===== src/rtl/tsdr_pkg.sv =====
// Package for the tile status and debug register bank: map, fields and carriers
// Contract
// - Four free-running ring oscillators each drive a counter; software starts and stops them.
// - Control bit 1 enables tile oscillators, bit 0 peripheral ones; both reset to 0.
// - Oscillators run unrelated to the tile clock; counts may serve as random bits.
// - Four read-only counter registers show the count in 15:0, upper half zero.
// - System reset leaves the oscillator counts untouched.
// - Counters map to tile cell, tile wire, peripheral cell, peripheral wire.
// - Read-only memory size register gives RAM bytes in 31:2, bits 1:0 zero.
// - Debug entry captures saved status; bit 10 space id, 9 entry issue, 8 issue copy.
// - Status bits: 7 fast issue, 6 paused, 4 kernel, 3 in interrupt, 2 enabling.
// - Status bit 1 means interrupts enabled, bit 0 means events enabled.
// - Debug entry captures saved PC and SP, full words, writable in debug mode.
// - Register-read operands hold thread number 7:0 and register number 4:0.
// - Cause field 2:0 resets to 0: host, debug call, ibreak, data, resource watch.
// - Bits 15:8 give causing thread number; zero for host requests.
// - Data watch captures effective address; resource watch captures resource id.
// - Threads set in the 8-bit stop mask do not run outside debug mode.
// - Eight scratch words shared between status access and tile configuration access.
// - Four breakpoint addresses; a match on an enabled one requests a debug interrupt.
// - Breakpoint control: thread enables 23:16, condition bit 1, enable bit 0, reset 0.
package tsdr_pkg;

    // ------------------------------------------------------------------
    // Register offsets (status register numbers)
    // ------------------------------------------------------------------
    localparam logic [7:0] OFS_RING_CTRL    = 8'h06;
    localparam logic [7:0] OFS_RING_COUNT0  = 8'h07;
    localparam logic [7:0] OFS_MEM_SIZE     = 8'h0C;
    localparam logic [7:0] OFS_DBG_STATUS   = 8'h10;
    localparam logic [7:0] OFS_DBG_PC       = 8'h11;
    localparam logic [7:0] OFS_DBG_SP       = 8'h12;
    localparam logic [7:0] OFS_DBG_RD_THR   = 8'h13;
    localparam logic [7:0] OFS_DBG_RD_REG   = 8'h14;
    localparam logic [7:0] OFS_DBG_CAUSE    = 8'h15;
    localparam logic [7:0] OFS_DBG_DATA     = 8'h16;
    localparam logic [7:0] OFS_DBG_STOP     = 8'h18;
    localparam logic [7:0] OFS_SCRATCH0     = 8'h20;
    localparam logic [7:0] OFS_IBRK_ADDR0   = 8'h30;
    localparam logic [7:0] OFS_IBRK_CTRL0   = 8'h40;

    // ------------------------------------------------------------------
    // Field positions and masks
    // ------------------------------------------------------------------
    localparam int          BIT_RING_TILE_EN   = 1;
    localparam int          BIT_RING_PERIPH_EN = 0;
    localparam logic [31:0] MASK_STATUS_WR     = 32'h0000_06DF;
    localparam logic [31:0] MASK_STATUS_CAP    = 32'h0000_07DF;
    localparam logic [31:0] MASK_CAUSE         = 32'h0003_FF07;
    localparam logic [31:0] MASK_IBRK_CTRL     = 32'h00FF_0003;
    localparam logic [31:0] MASK_MEM_SIZE      = 32'hFFFF_FFFC;
    localparam int          BIT_IBRK_EN        = 0;
    localparam int          BIT_IBRK_NE        = 1;
    localparam int          POS_IBRK_THREADS   = 16;
    localparam int          POS_CAUSE_THREAD   = 8;
    localparam int          POS_CAUSE_NUM      = 16;

    // ------------------------------------------------------------------
    // Reset values and timing
    // ------------------------------------------------------------------
    localparam logic [1:0]  RST_RING_CTRL   = 2'h0;
    localparam logic [2:0]  RST_CAUSE       = 3'h0;
    localparam logic [31:0] RST_WORD        = 32'h0000_0000;
    localparam logic [15:0] RST_RING_COUNT  = 16'h0000;
    localparam int          RING_SETTLE_CYC = 10;

    // Debug cause codes
    localparam logic [2:0] CAUSE_HOST  = 3'h1;
    localparam logic [2:0] CAUSE_DEBUG_CALL_INSTR = 3'h2;
    localparam logic [2:0] CAUSE_IBRK  = 3'h3;
    localparam logic [2:0] CAUSE_DWAT  = 3'h4;
    localparam logic [2:0] CAUSE_RWAT  = 3'h5;

    // ------------------------------------------------------------------
    // Carriers
    // ------------------------------------------------------------------
    typedef struct packed {
        logic        wr;
        logic        rd;
        logic [7:0]  addr;
        logic [31:0] wdata;
    } tsdr_ps_req_s;

    typedef struct packed {
        logic        valid;
        logic [2:0]  cause;
        logic [7:0]  thread;
        logic [3:0]  hits;
        logic [31:0] status;
        logic [31:0] pc;
        logic [31:0] sp;
        logic [31:0] data;
    } tsdr_dbg_entry_s;

    typedef struct packed {
        logic        valid;
        logic [2:0]  thread;
        logic [31:0] pc;
    } tsdr_pc_probe_s;

endpackage


===== src/rtl/tsdr_regs.sv =====
// Tile status and debug register bank with ring counters and breakpoint compare
`timescale 1ns/1ps
module tsdr_regs
    import tsdr_pkg::*;
#(
    parameter logic [31:0] MEM_SIZE_BYTES = 32'h0008_0000
)(
    input  wire logic            clk_sys,
    input  wire logic            srst,
    input  wire logic            pwr_on_rst,
    input  wire tsdr_ps_req_s    ps_req,
    output logic [31:0]          ps_rdata_ff,
    input  wire logic            debug_mode,
    input  wire tsdr_dbg_entry_s dbg_entry,
    input  wire logic            cfg_wr,
    input  wire logic            cfg_rd,
    input  wire logic [2:0]      cfg_idx,
    input  wire logic [31:0]     cfg_wdata,
    output logic [31:0]          cfg_rdata_ff,
    input  wire logic [3:0]      ring_osc_in,
    input  wire tsdr_pc_probe_s  pc_probe,
    output logic                 ibrk_req_ff,
    output logic [1:0]           ibrk_num_ff,
    output logic [7:0]           thread_stop_ff,
    output logic [1:0]           ring_enable_ff
);

    // ------------------------------------------------------------------
    // Helpers
    // ------------------------------------------------------------------
    // Lowest number wins on a tie
    function automatic logic [1:0] lowest_set(input logic [3:0] v);
        logic [1:0] r;
        r = 2'h0;
        for (int i = 3; i >= 0; i--) begin
            if (v[i]) begin
                r = 2'(i);
            end
        end
        return r;
    endfunction

    // Address within a block of cnt registers
    function automatic logic in_range(input logic [7:0] a, input logic [7:0] base,
                                      input logic [7:0] cnt);
        return (a >= base) && (a < 8'(base + cnt));
    endfunction

    // ------------------------------------------------------------------
    // Storage
    // ------------------------------------------------------------------
    logic [1:0]  ring_ctrl_ff;
    logic [15:0] ring_count_ff [4];
    logic [3:0]  ring_last_ff;

    logic [31:0] dbg_status_ff;
    logic [31:0] dbg_pc_ff;
    logic [31:0] dbg_sp_ff;

    logic [7:0]  rd_thread_ff;
    logic [4:0]  rd_reg_ff;

    logic [2:0]  cause_type_ff;
    logic [7:0]  cause_thread_ff;
    logic [1:0]  cause_num_ff;

    logic [31:0] dbg_data_ff;
    logic [7:0]  stop_mask_ff;

    logic [31:0] scratch_ff   [8];

    logic [31:0] ibrk_addr_ff [4];
    logic [31:0] ibrk_ctrl_ff [4];

    // ------------------------------------------------------------------
    // Write decode
    // ------------------------------------------------------------------
    // Debug registers only accept writes from code running in debug mode
    wire         wr_any      = ps_req.wr;
    wire         wr_dbg      = ps_req.wr && debug_mode;

    wire  [7:0]  wa          = ps_req.addr;
    wire  [31:0] wd          = ps_req.wdata;

    wire         wr_ring     = wr_any && (wa == OFS_RING_CTRL);

    wire         wr_status   = wr_dbg && (wa == OFS_DBG_STATUS);
    wire         wr_pc       = wr_dbg && (wa == OFS_DBG_PC);
    wire         wr_sp       = wr_dbg && (wa == OFS_DBG_SP);
    wire         wr_rd_thr   = wr_dbg && (wa == OFS_DBG_RD_THR);
    wire         wr_rd_reg   = wr_dbg && (wa == OFS_DBG_RD_REG);
    wire         wr_cause    = wr_dbg && (wa == OFS_DBG_CAUSE);
    wire         wr_data     = wr_dbg && (wa == OFS_DBG_DATA);
    wire         wr_stop     = wr_dbg && (wa == OFS_DBG_STOP);

    wire         wr_scr_ps   = wr_dbg && in_range(wa, OFS_SCRATCH0, 8'h08);
    wire         wr_ia       = wr_dbg && in_range(wa, OFS_IBRK_ADDR0, 8'h04);
    wire         wr_ic       = wr_dbg && in_range(wa, OFS_IBRK_CTRL0, 8'h04);

    wire  [2:0]  scr_ps_idx  = 3'(wa - OFS_SCRATCH0);
    wire  [1:0]  ia_idx      = 2'(wa - OFS_IBRK_ADDR0);
    wire  [1:0]  ic_idx      = 2'(wa - OFS_IBRK_CTRL0);

    // Capture of debug entry takes priority over a software write in the same cycle
    wire         cap         = dbg_entry.valid;

    wire         cap_host    = dbg_entry.cause == CAUSE_HOST;
    wire         cap_numbered = (dbg_entry.cause == CAUSE_IBRK) ||
                               (dbg_entry.cause == CAUSE_DWAT) ||
                               (dbg_entry.cause == CAUSE_RWAT);
    wire         cap_data    = (dbg_entry.cause == CAUSE_DWAT) ||
                               (dbg_entry.cause == CAUSE_RWAT);

    // ------------------------------------------------------------------
    // Ring oscillator counters
    // ------------------------------------------------------------------
    // Each oscillator line is counted on its rising edge; counters 0,1 belong to the
    // tile domain and 2,3 to the peripheral domain
    wire  [3:0]  ring_run    = {{2{ring_ctrl_ff[BIT_RING_PERIPH_EN]}},
                                {2{ring_ctrl_ff[BIT_RING_TILE_EN]}}};
    wire  [3:0]  ring_edge   = ring_osc_in & ~ring_last_ff & ring_run;

    always_ff @(posedge clk_sys) begin
        if (srst) begin
            ring_ctrl_ff <= RST_RING_CTRL;
        end else if (wr_ring) begin
            ring_ctrl_ff <= {wd[BIT_RING_TILE_EN], wd[BIT_RING_PERIPH_EN]};
        end
    end

    // Counts survive system reset; only power-on clears them
    // Counts wrap at 16 bits; take differences
    always_ff @(posedge clk_sys) begin
        ring_last_ff <= ring_osc_in;
        for (int i = 0; i < 4; i++) begin
            if (pwr_on_rst) begin
                ring_count_ff[i] <= RST_RING_COUNT;
            end else if (ring_edge[i]) begin
                ring_count_ff[i] <= 16'(ring_count_ff[i] + 16'h0001);
            end
        end
    end

    // ------------------------------------------------------------------
    // Captured debug state
    // ------------------------------------------------------------------
    always_ff @(posedge clk_sys) begin
        if (srst) begin
            dbg_status_ff <= RST_WORD;
        end else if (cap) begin
            dbg_status_ff <= dbg_entry.status & MASK_STATUS_CAP;
        end else if (wr_status) begin
            // The issue-mode copy in bit 8 stays read-only
            dbg_status_ff <= (wd & MASK_STATUS_WR) |
                             (dbg_status_ff & ~MASK_STATUS_WR);
        end
    end

    // Debugger may patch these before return
    always_ff @(posedge clk_sys) begin
        if (srst) begin
            dbg_pc_ff <= RST_WORD;
            dbg_sp_ff <= RST_WORD;
        end else begin
            if (cap) begin
                dbg_pc_ff <= dbg_entry.pc;
                dbg_sp_ff <= dbg_entry.sp;
            end else begin
                if (wr_pc) begin
                    dbg_pc_ff <= wd;
                end
                if (wr_sp) begin
                    dbg_sp_ff <= wd;
                end
            end
        end
    end

    // Operand fields keep only their low bits
    always_ff @(posedge clk_sys) begin
        if (srst) begin
            rd_thread_ff <= 8'h00;
            rd_reg_ff    <= 5'h00;
        end else begin
            if (wr_rd_thr) begin
                rd_thread_ff <= wd[7:0];
            end
            if (wr_rd_reg) begin
                rd_reg_ff <= wd[4:0];
            end
        end
    end

    always_ff @(posedge clk_sys) begin
        if (srst) begin
            cause_type_ff   <= RST_CAUSE;
            cause_thread_ff <= 8'h00;
            cause_num_ff    <= 2'h0;
        end else if (cap) begin
            cause_type_ff   <= dbg_entry.cause;
            cause_thread_ff <= cap_host ? 8'h00 : dbg_entry.thread;
            cause_num_ff    <= cap_numbered ? lowest_set(dbg_entry.hits)
                                            : 2'h0;
        end else if (wr_cause) begin
            cause_type_ff   <= wd[2:0];
            cause_thread_ff <= wd[POS_CAUSE_THREAD +: 8];
            cause_num_ff    <= wd[POS_CAUSE_NUM +: 2];
        end
    end

    // Other causes leave the data word as it was
    always_ff @(posedge clk_sys) begin
        if (srst) begin
            dbg_data_ff <= RST_WORD;
        end else if (cap && cap_data) begin
            dbg_data_ff <= dbg_entry.data;
        end else if (wr_data) begin
            dbg_data_ff <= wd;
        end
    end

    // Applied only once debug mode is left
    always_ff @(posedge clk_sys) begin
        if (srst) begin
            stop_mask_ff <= 8'h00;
        end else if (wr_stop) begin
            stop_mask_ff <= wd[7:0];
        end
    end

    // ------------------------------------------------------------------
    // Scratch words, reachable from both access paths
    // ------------------------------------------------------------------
    // A status write wins over a configuration write to the same word
    always_ff @(posedge clk_sys) begin
        for (int i = 0; i < 8; i++) begin
            if (srst) begin
                scratch_ff[i] <= RST_WORD;
            end else if (wr_scr_ps && (scr_ps_idx == 3'(i))) begin
                scratch_ff[i] <= wd;
            end else if (cfg_wr && (cfg_idx == 3'(i))) begin
                scratch_ff[i] <= cfg_wdata;
            end
        end
    end

    // ------------------------------------------------------------------
    // Instruction breakpoints
    // ------------------------------------------------------------------
    always_ff @(posedge clk_sys) begin
        for (int i = 0; i < 4; i++) begin
            if (srst) begin
                ibrk_addr_ff[i] <= RST_WORD;
                ibrk_ctrl_ff[i] <= RST_WORD;
            end else begin
                if (wr_ia && (ia_idx == 2'(i))) begin
                    ibrk_addr_ff[i] <= wd;
                end
                if (wr_ic && (ic_idx == 2'(i))) begin
                    ibrk_ctrl_ff[i] <= wd & MASK_IBRK_CTRL;
                end
            end
        end
    end

    // Not-equal mode inverts the compare
    logic [3:0] ibrk_hit;
    always_comb begin
        for (int i = 0; i < 4; i++) begin
            ibrk_hit[i] = pc_probe.valid && ibrk_ctrl_ff[i][BIT_IBRK_EN] &&
                          ibrk_ctrl_ff[i][POS_IBRK_THREADS + int'(pc_probe.thread)] &&
                          ((pc_probe.pc == ibrk_addr_ff[i]) ^
                           ibrk_ctrl_ff[i][BIT_IBRK_NE]);
        end
    end

    // Breakpoints are ignored while already in debug mode, so the handler cannot
    // re-trigger itself
    always_ff @(posedge clk_sys) begin
        if (srst) begin
            ibrk_req_ff <= 1'b0;
            ibrk_num_ff <= 2'h0;
        end else begin
            ibrk_req_ff <= (|ibrk_hit) && !debug_mode;
            ibrk_num_ff <= lowest_set(ibrk_hit);
        end
    end

    // All threads run freely in debug mode
    always_ff @(posedge clk_sys) begin
        if (srst) begin
            thread_stop_ff <= 8'h00;
        end else begin
            thread_stop_ff <= debug_mode ? 8'h00 : stop_mask_ff;
        end
    end

    // Enables as seen by the oscillator cells
    always_ff @(posedge clk_sys) begin
        if (srst) begin
            ring_enable_ff <= RST_RING_CTRL;
        end else begin
            ring_enable_ff <= ring_ctrl_ff;
        end
    end

    // ------------------------------------------------------------------
    // Read path
    // ------------------------------------------------------------------
    wire  [7:0]  ra        = ps_req.addr;

    wire  [2:0]  ra_ring   = 3'(ra - OFS_RING_COUNT0);
    wire  [2:0]  ra_scr    = 3'(ra - OFS_SCRATCH0);
    wire  [1:0]  ra_ia     = 2'(ra - OFS_IBRK_ADDR0);
    wire  [1:0]  ra_ic     = 2'(ra - OFS_IBRK_CTRL0);

    wire  [31:0] cause_word = {14'h0000, cause_num_ff, cause_thread_ff,
                               5'h00, cause_type_ff};

    // Unmapped numbers read as zero
    logic [31:0] rd_word;
    always_comb begin
        rd_word = RST_WORD;
        if (ra == OFS_RING_CTRL) begin
            rd_word = {30'h0, ring_ctrl_ff};
        end else if (in_range(ra, OFS_RING_COUNT0, 8'h04)) begin
            rd_word = {16'h0000, ring_count_ff[ra_ring[1:0]]};
        end else if (ra == OFS_MEM_SIZE) begin
            rd_word = MEM_SIZE_BYTES & MASK_MEM_SIZE;
        end else if (ra == OFS_DBG_STATUS) begin
            rd_word = dbg_status_ff;
        end else if (ra == OFS_DBG_PC) begin
            rd_word = dbg_pc_ff;
        end else if (ra == OFS_DBG_SP) begin
            rd_word = dbg_sp_ff;
        end else if (ra == OFS_DBG_RD_THR) begin
            rd_word = {24'h0, rd_thread_ff};
        end else if (ra == OFS_DBG_RD_REG) begin
            rd_word = {27'h0, rd_reg_ff};
        end else if (ra == OFS_DBG_CAUSE) begin
            rd_word = cause_word & MASK_CAUSE;
        end else if (ra == OFS_DBG_DATA) begin
            rd_word = dbg_data_ff;
        end else if (ra == OFS_DBG_STOP) begin
            rd_word = {24'h0, stop_mask_ff};
        end else if (in_range(ra, OFS_SCRATCH0, 8'h08)) begin
            rd_word = scratch_ff[ra_scr];
        end else if (in_range(ra, OFS_IBRK_ADDR0, 8'h04)) begin
            rd_word = ibrk_addr_ff[ra_ia];
        end else if (in_range(ra, OFS_IBRK_CTRL0, 8'h04)) begin
            rd_word = ibrk_ctrl_ff[ra_ic];
        end
    end

    // Read data holds until the next read
    always_ff @(posedge clk_sys) begin
        if (srst) begin
            ps_rdata_ff <= RST_WORD;
        end else if (ps_req.rd) begin
            ps_rdata_ff <= rd_word;
        end
    end

    // Same words as the status path sees
    always_ff @(posedge clk_sys) begin
        if (srst) begin
            cfg_rdata_ff <= RST_WORD;
        end else if (cfg_rd) begin
            cfg_rdata_ff <= scratch_ff[cfg_idx];
        end
    end

endmodule


===== config.mk =====
export PLATFORM = sky130hd
export DESIGN_NAME = tsdr_regs
export DESIGN_NICKNAME = d
export VERILOG_FILES = /design/src/rtl/tsdr_pkg.sv /design/src/rtl/tsdr_regs.sv
export SDC_FILE = /design/constraint.sdc
export NUM_CORES = 2
export LEC_CHECK = 0
export BUFFER_PORTS_ARGS = -buffer_cell sky130_fd_sc_hd__buf_2
export CAP_MARGIN = 10
export CORE_ASPECT_RATIO = 1.2
export CORE_MARGIN = 2
export CORE_UTILIZATION = 45
export CTS_CLUSTER_SIZE = 40
export DETAILED_ROUTE_END_ITERATION = 6
export SYNTH_ARGS = -nofsm -noshare
export SYNTH_HDL_FRONTEND = slang
export SYNTH_SLANG_ARGS = --single-unit

===== constraint.sdc =====
create_clock -name clk_sys -period 5.8 [get_ports clk_sys]
set_input_delay 1.45 -clock clk_sys [delete_from_list [all_inputs] [get_ports clk_sys]]
set_output_delay 1.45 -clock clk_sys [all_outputs]
set_load 0.01 [all_outputs]

==> reports/results.ini <==
[pwr]
p_leak_uw = 0.0157
switchingPower_uw = 3260
vdd_ir_drop_max_v = 0.000241
p_seq_frac = 0.470
p_int_uw = 9200
swShare = 0.262
power_frac_clock = 0.412
comb_power_share = 0.119
p_per_area_nw_per_um2 = 287

[finish]
final_cell_mix = 488 x edfxtp_1, 316 x buf_2, 290 x nor2_1
layout_commonest_cell = edfxtp_1
syn2layout_area_growth_pct = 12.5
drive_gt1_frac = 0.227
finalNetCount = 3751

[routing]
post_drt_wl_per_cell_um = 30.2
vias = 29700
ant_nets = 0
drtPass1Iterations = 6
drc_errors = 0
routed_via_density = 6.35
first_iter_violations = 3524
totalWireLength_um = 141000

[yosys]
yosysSeqAreaShare = 0.495
synth_area_leaders = edfxtp_1 38%, dfxtp_1 12%, mux4_2 11%
synth_ff_type = edfxtp_1
synth_seq_cells = 711
netlist_instances = 3380
synth_top_area_share = 0.379
yosysWarnings = 0
yosysTopAreaCell = edfxtp_1
ys_types = 81
netlist_area_um2 = 38600
synth_nets = 3655
synth_edf_count = 488
syn_avg_cell_area_um2 = 11.4
synthArstFlopShare = 0

[critical_path]
rr_endpoint = ibrk_req_ff
cp.arrival_ps = 4600
critPathRequiredTime_ps = 6380
endpoint = ps_rdata_ff[14]
start_kind = input port
critPathKind = in2reg
reg2reg_depth = 7
crit_fanout = 40
reg2reg_setup_slack_ps = 2970
setup.worst_path.start = ps_req[32]
end_kind = register
r2r_start = ibrk_addr_ff[0][7]

[timing]
final_max_slew_viol_count = 0
period_share = 0.692
fin_skew_ps = 34.1
fmax_mhz = 249
hold_viol = 0
worst_pin_slew_ps = 1150
rsz0062_at_grt = no
final.setup.tns_ps = 0
setup_slack_ps = 1790
setup_viol = 0
hold_slack_ps = 446
layout_min_cycle_time_ps = 4010
slew-limit-headroom = 0.231

[floorplanning]
coreArea_um2 = 84900
start_util = 0.455
fp.dieW_um = 271
die_h_um = 325
ios = 344
die_area_um2 = 88200
rows = 117

[grt]
grt_pass1_vias = 28500
track_usage = 0.314
grt_max_degree = 92
grt_pass1_wl_um = 202000
antenna_found_initial = 17
grt_remaining_overflow = 0

[place]
preCtsSetupSlack_ps = 1130
place_congestion = 0.953
numPortBuffers = 321
place_hpwl_um = 96300

[run]
maxCapViolations = 0

[clocking]
cts_buffers = 77
cts_tree = built
clock-root-buffer = clkbuf_16
cts_num_sinks = 711
clkTransAtPathRegs_ps = 60
clock_path_buffers = 3
h-tree-depth = 3
clock_latency_ps = 660
post_cts.repair.setup_buffers = 0
ctsHoldBuffers = 0
cts_resized = 0

[run_status]
outcome = finished clean

[worst_hold_path]
hp-class = reg2reg

-- worst max-delay path, cell delays in order --
cell and delay [ps]:
clkbuf_8 450, ha_1 600, inv_1 310, mux2i_2 340, nand2_2 240, nand2_1 130, nor3_1 670, a31oi_1 150
o21ai_1 160
-- through the flow --
step / instance area (um^2) / power [uW] / util / cells
2_1_floorplan: 38600 / 6800 / - / 3380
3_3_place_gp: 40900 / 7390 / 0.481 / 4527
3_5_place_dp: 40900 / 7410 / 0.481 / 4527
4_1_cts: 43400 / 12500 / 0.511 / 4669
5_1_grt: 43400 / 12800 / 0.512 / 4672
6_report: 43400 / 12500 / 0.512 / 4677
-- power groups by stage --
stage	sequential, uW	combinational [uW]	clock, uW
2_1_floorplan	5900	900	0
3_3_place_gp	5940	1450	0
4_1_cts	5840	1460	5160
3_5_place_dp	5950	1460	0
6_report	5850	1480	5130
5_1_grt	5870	1550	5350
-- final cells by class --
type / instances / area, um^2
clock inverters: 35 / 357
multi-input cells: 2268 / 17900
diodes: 8 / 20.0
inverters: 18 / 67.6
well taps: 1130 / 1410
flip-flops and latches: 711 / 19100
clock buffers: 107 / 2210
fillers: 7579 / 41500
repair buffers: 400 / 2310
-- cell families after synthesis --
group,synth area share
XOR/XNOR,0.0406
AO/OA/AOI/OAI,0.146
buffers and inverters,0.0448
flip-flops,0.495
adder cells (fa/ha/maj),0.00259
AND/OR/NAND/NOR,0.127
multiplexers,0.145
-- synthesized netlist by cell type (25+ instances only) --
cell	instances
a22o_1	259
edfxtp_1	488
nand4_1	36
nand3_1	132
and2_1	179
nor2_1	290
nand2_1	222
xnor2_1	110
buf_1	67
xor2_1	69
o21ai_0	43
clkbuf_1	231
a211oi_2	28
a21oi_1	248
a211oi_1	47
and3_1	25
dfxtp_1	223
mux4_2	182
mux2i_1	94
buf_2	56
-- how the worst min path moves through the flow --
stage | start | end | slack [ps] | cells past startpoint
2_1_floorplan | rd_reg_ff[2] | rd_reg_ff[2] | 440 | 2
3_3_place_gp | ps_rdata_ff[29] | ps_rdata_ff[29] | 430 | 2
3_5_place_dp | ps_rdata_ff[27] | ps_rdata_ff[27] | 430 | 2
4_1_cts | ps_rdata_ff[27] | ps_rdata_ff[27] | 450 | 2
5_1_grt | ps_rdata_ff[26] | ps_rdata_ff[26] | 460 | 2
6_report | ps_rdata_ff[27] | ps_rdata_ff[27] | 450 | 2
-- metal layers --
metal | GRT usage | share of wire
met1 | 0.413 | 0.39
met2 | 0.498 | 0.46
met3 | 0.0758 | 0.10
met4 | 0.128 | 0.044
met5 | 0 | 0.00044
-- flip-flops by register name (all words and copies together), names as in the netlist, 10 cells and up --
register,cells
ps_rdata_ff,32
cfg_rdata_ff,32
ibrk_ctrl_ff,40
dbg_status_ff,10
dbg_data_ff,32
ring_count_ff,64
dbg_sp_ff,32
scratch_ff,256
ibrk_addr_ff,128
dbg_pc_ff,32
No activity file was read; power rests on OpenSTA's default activity.
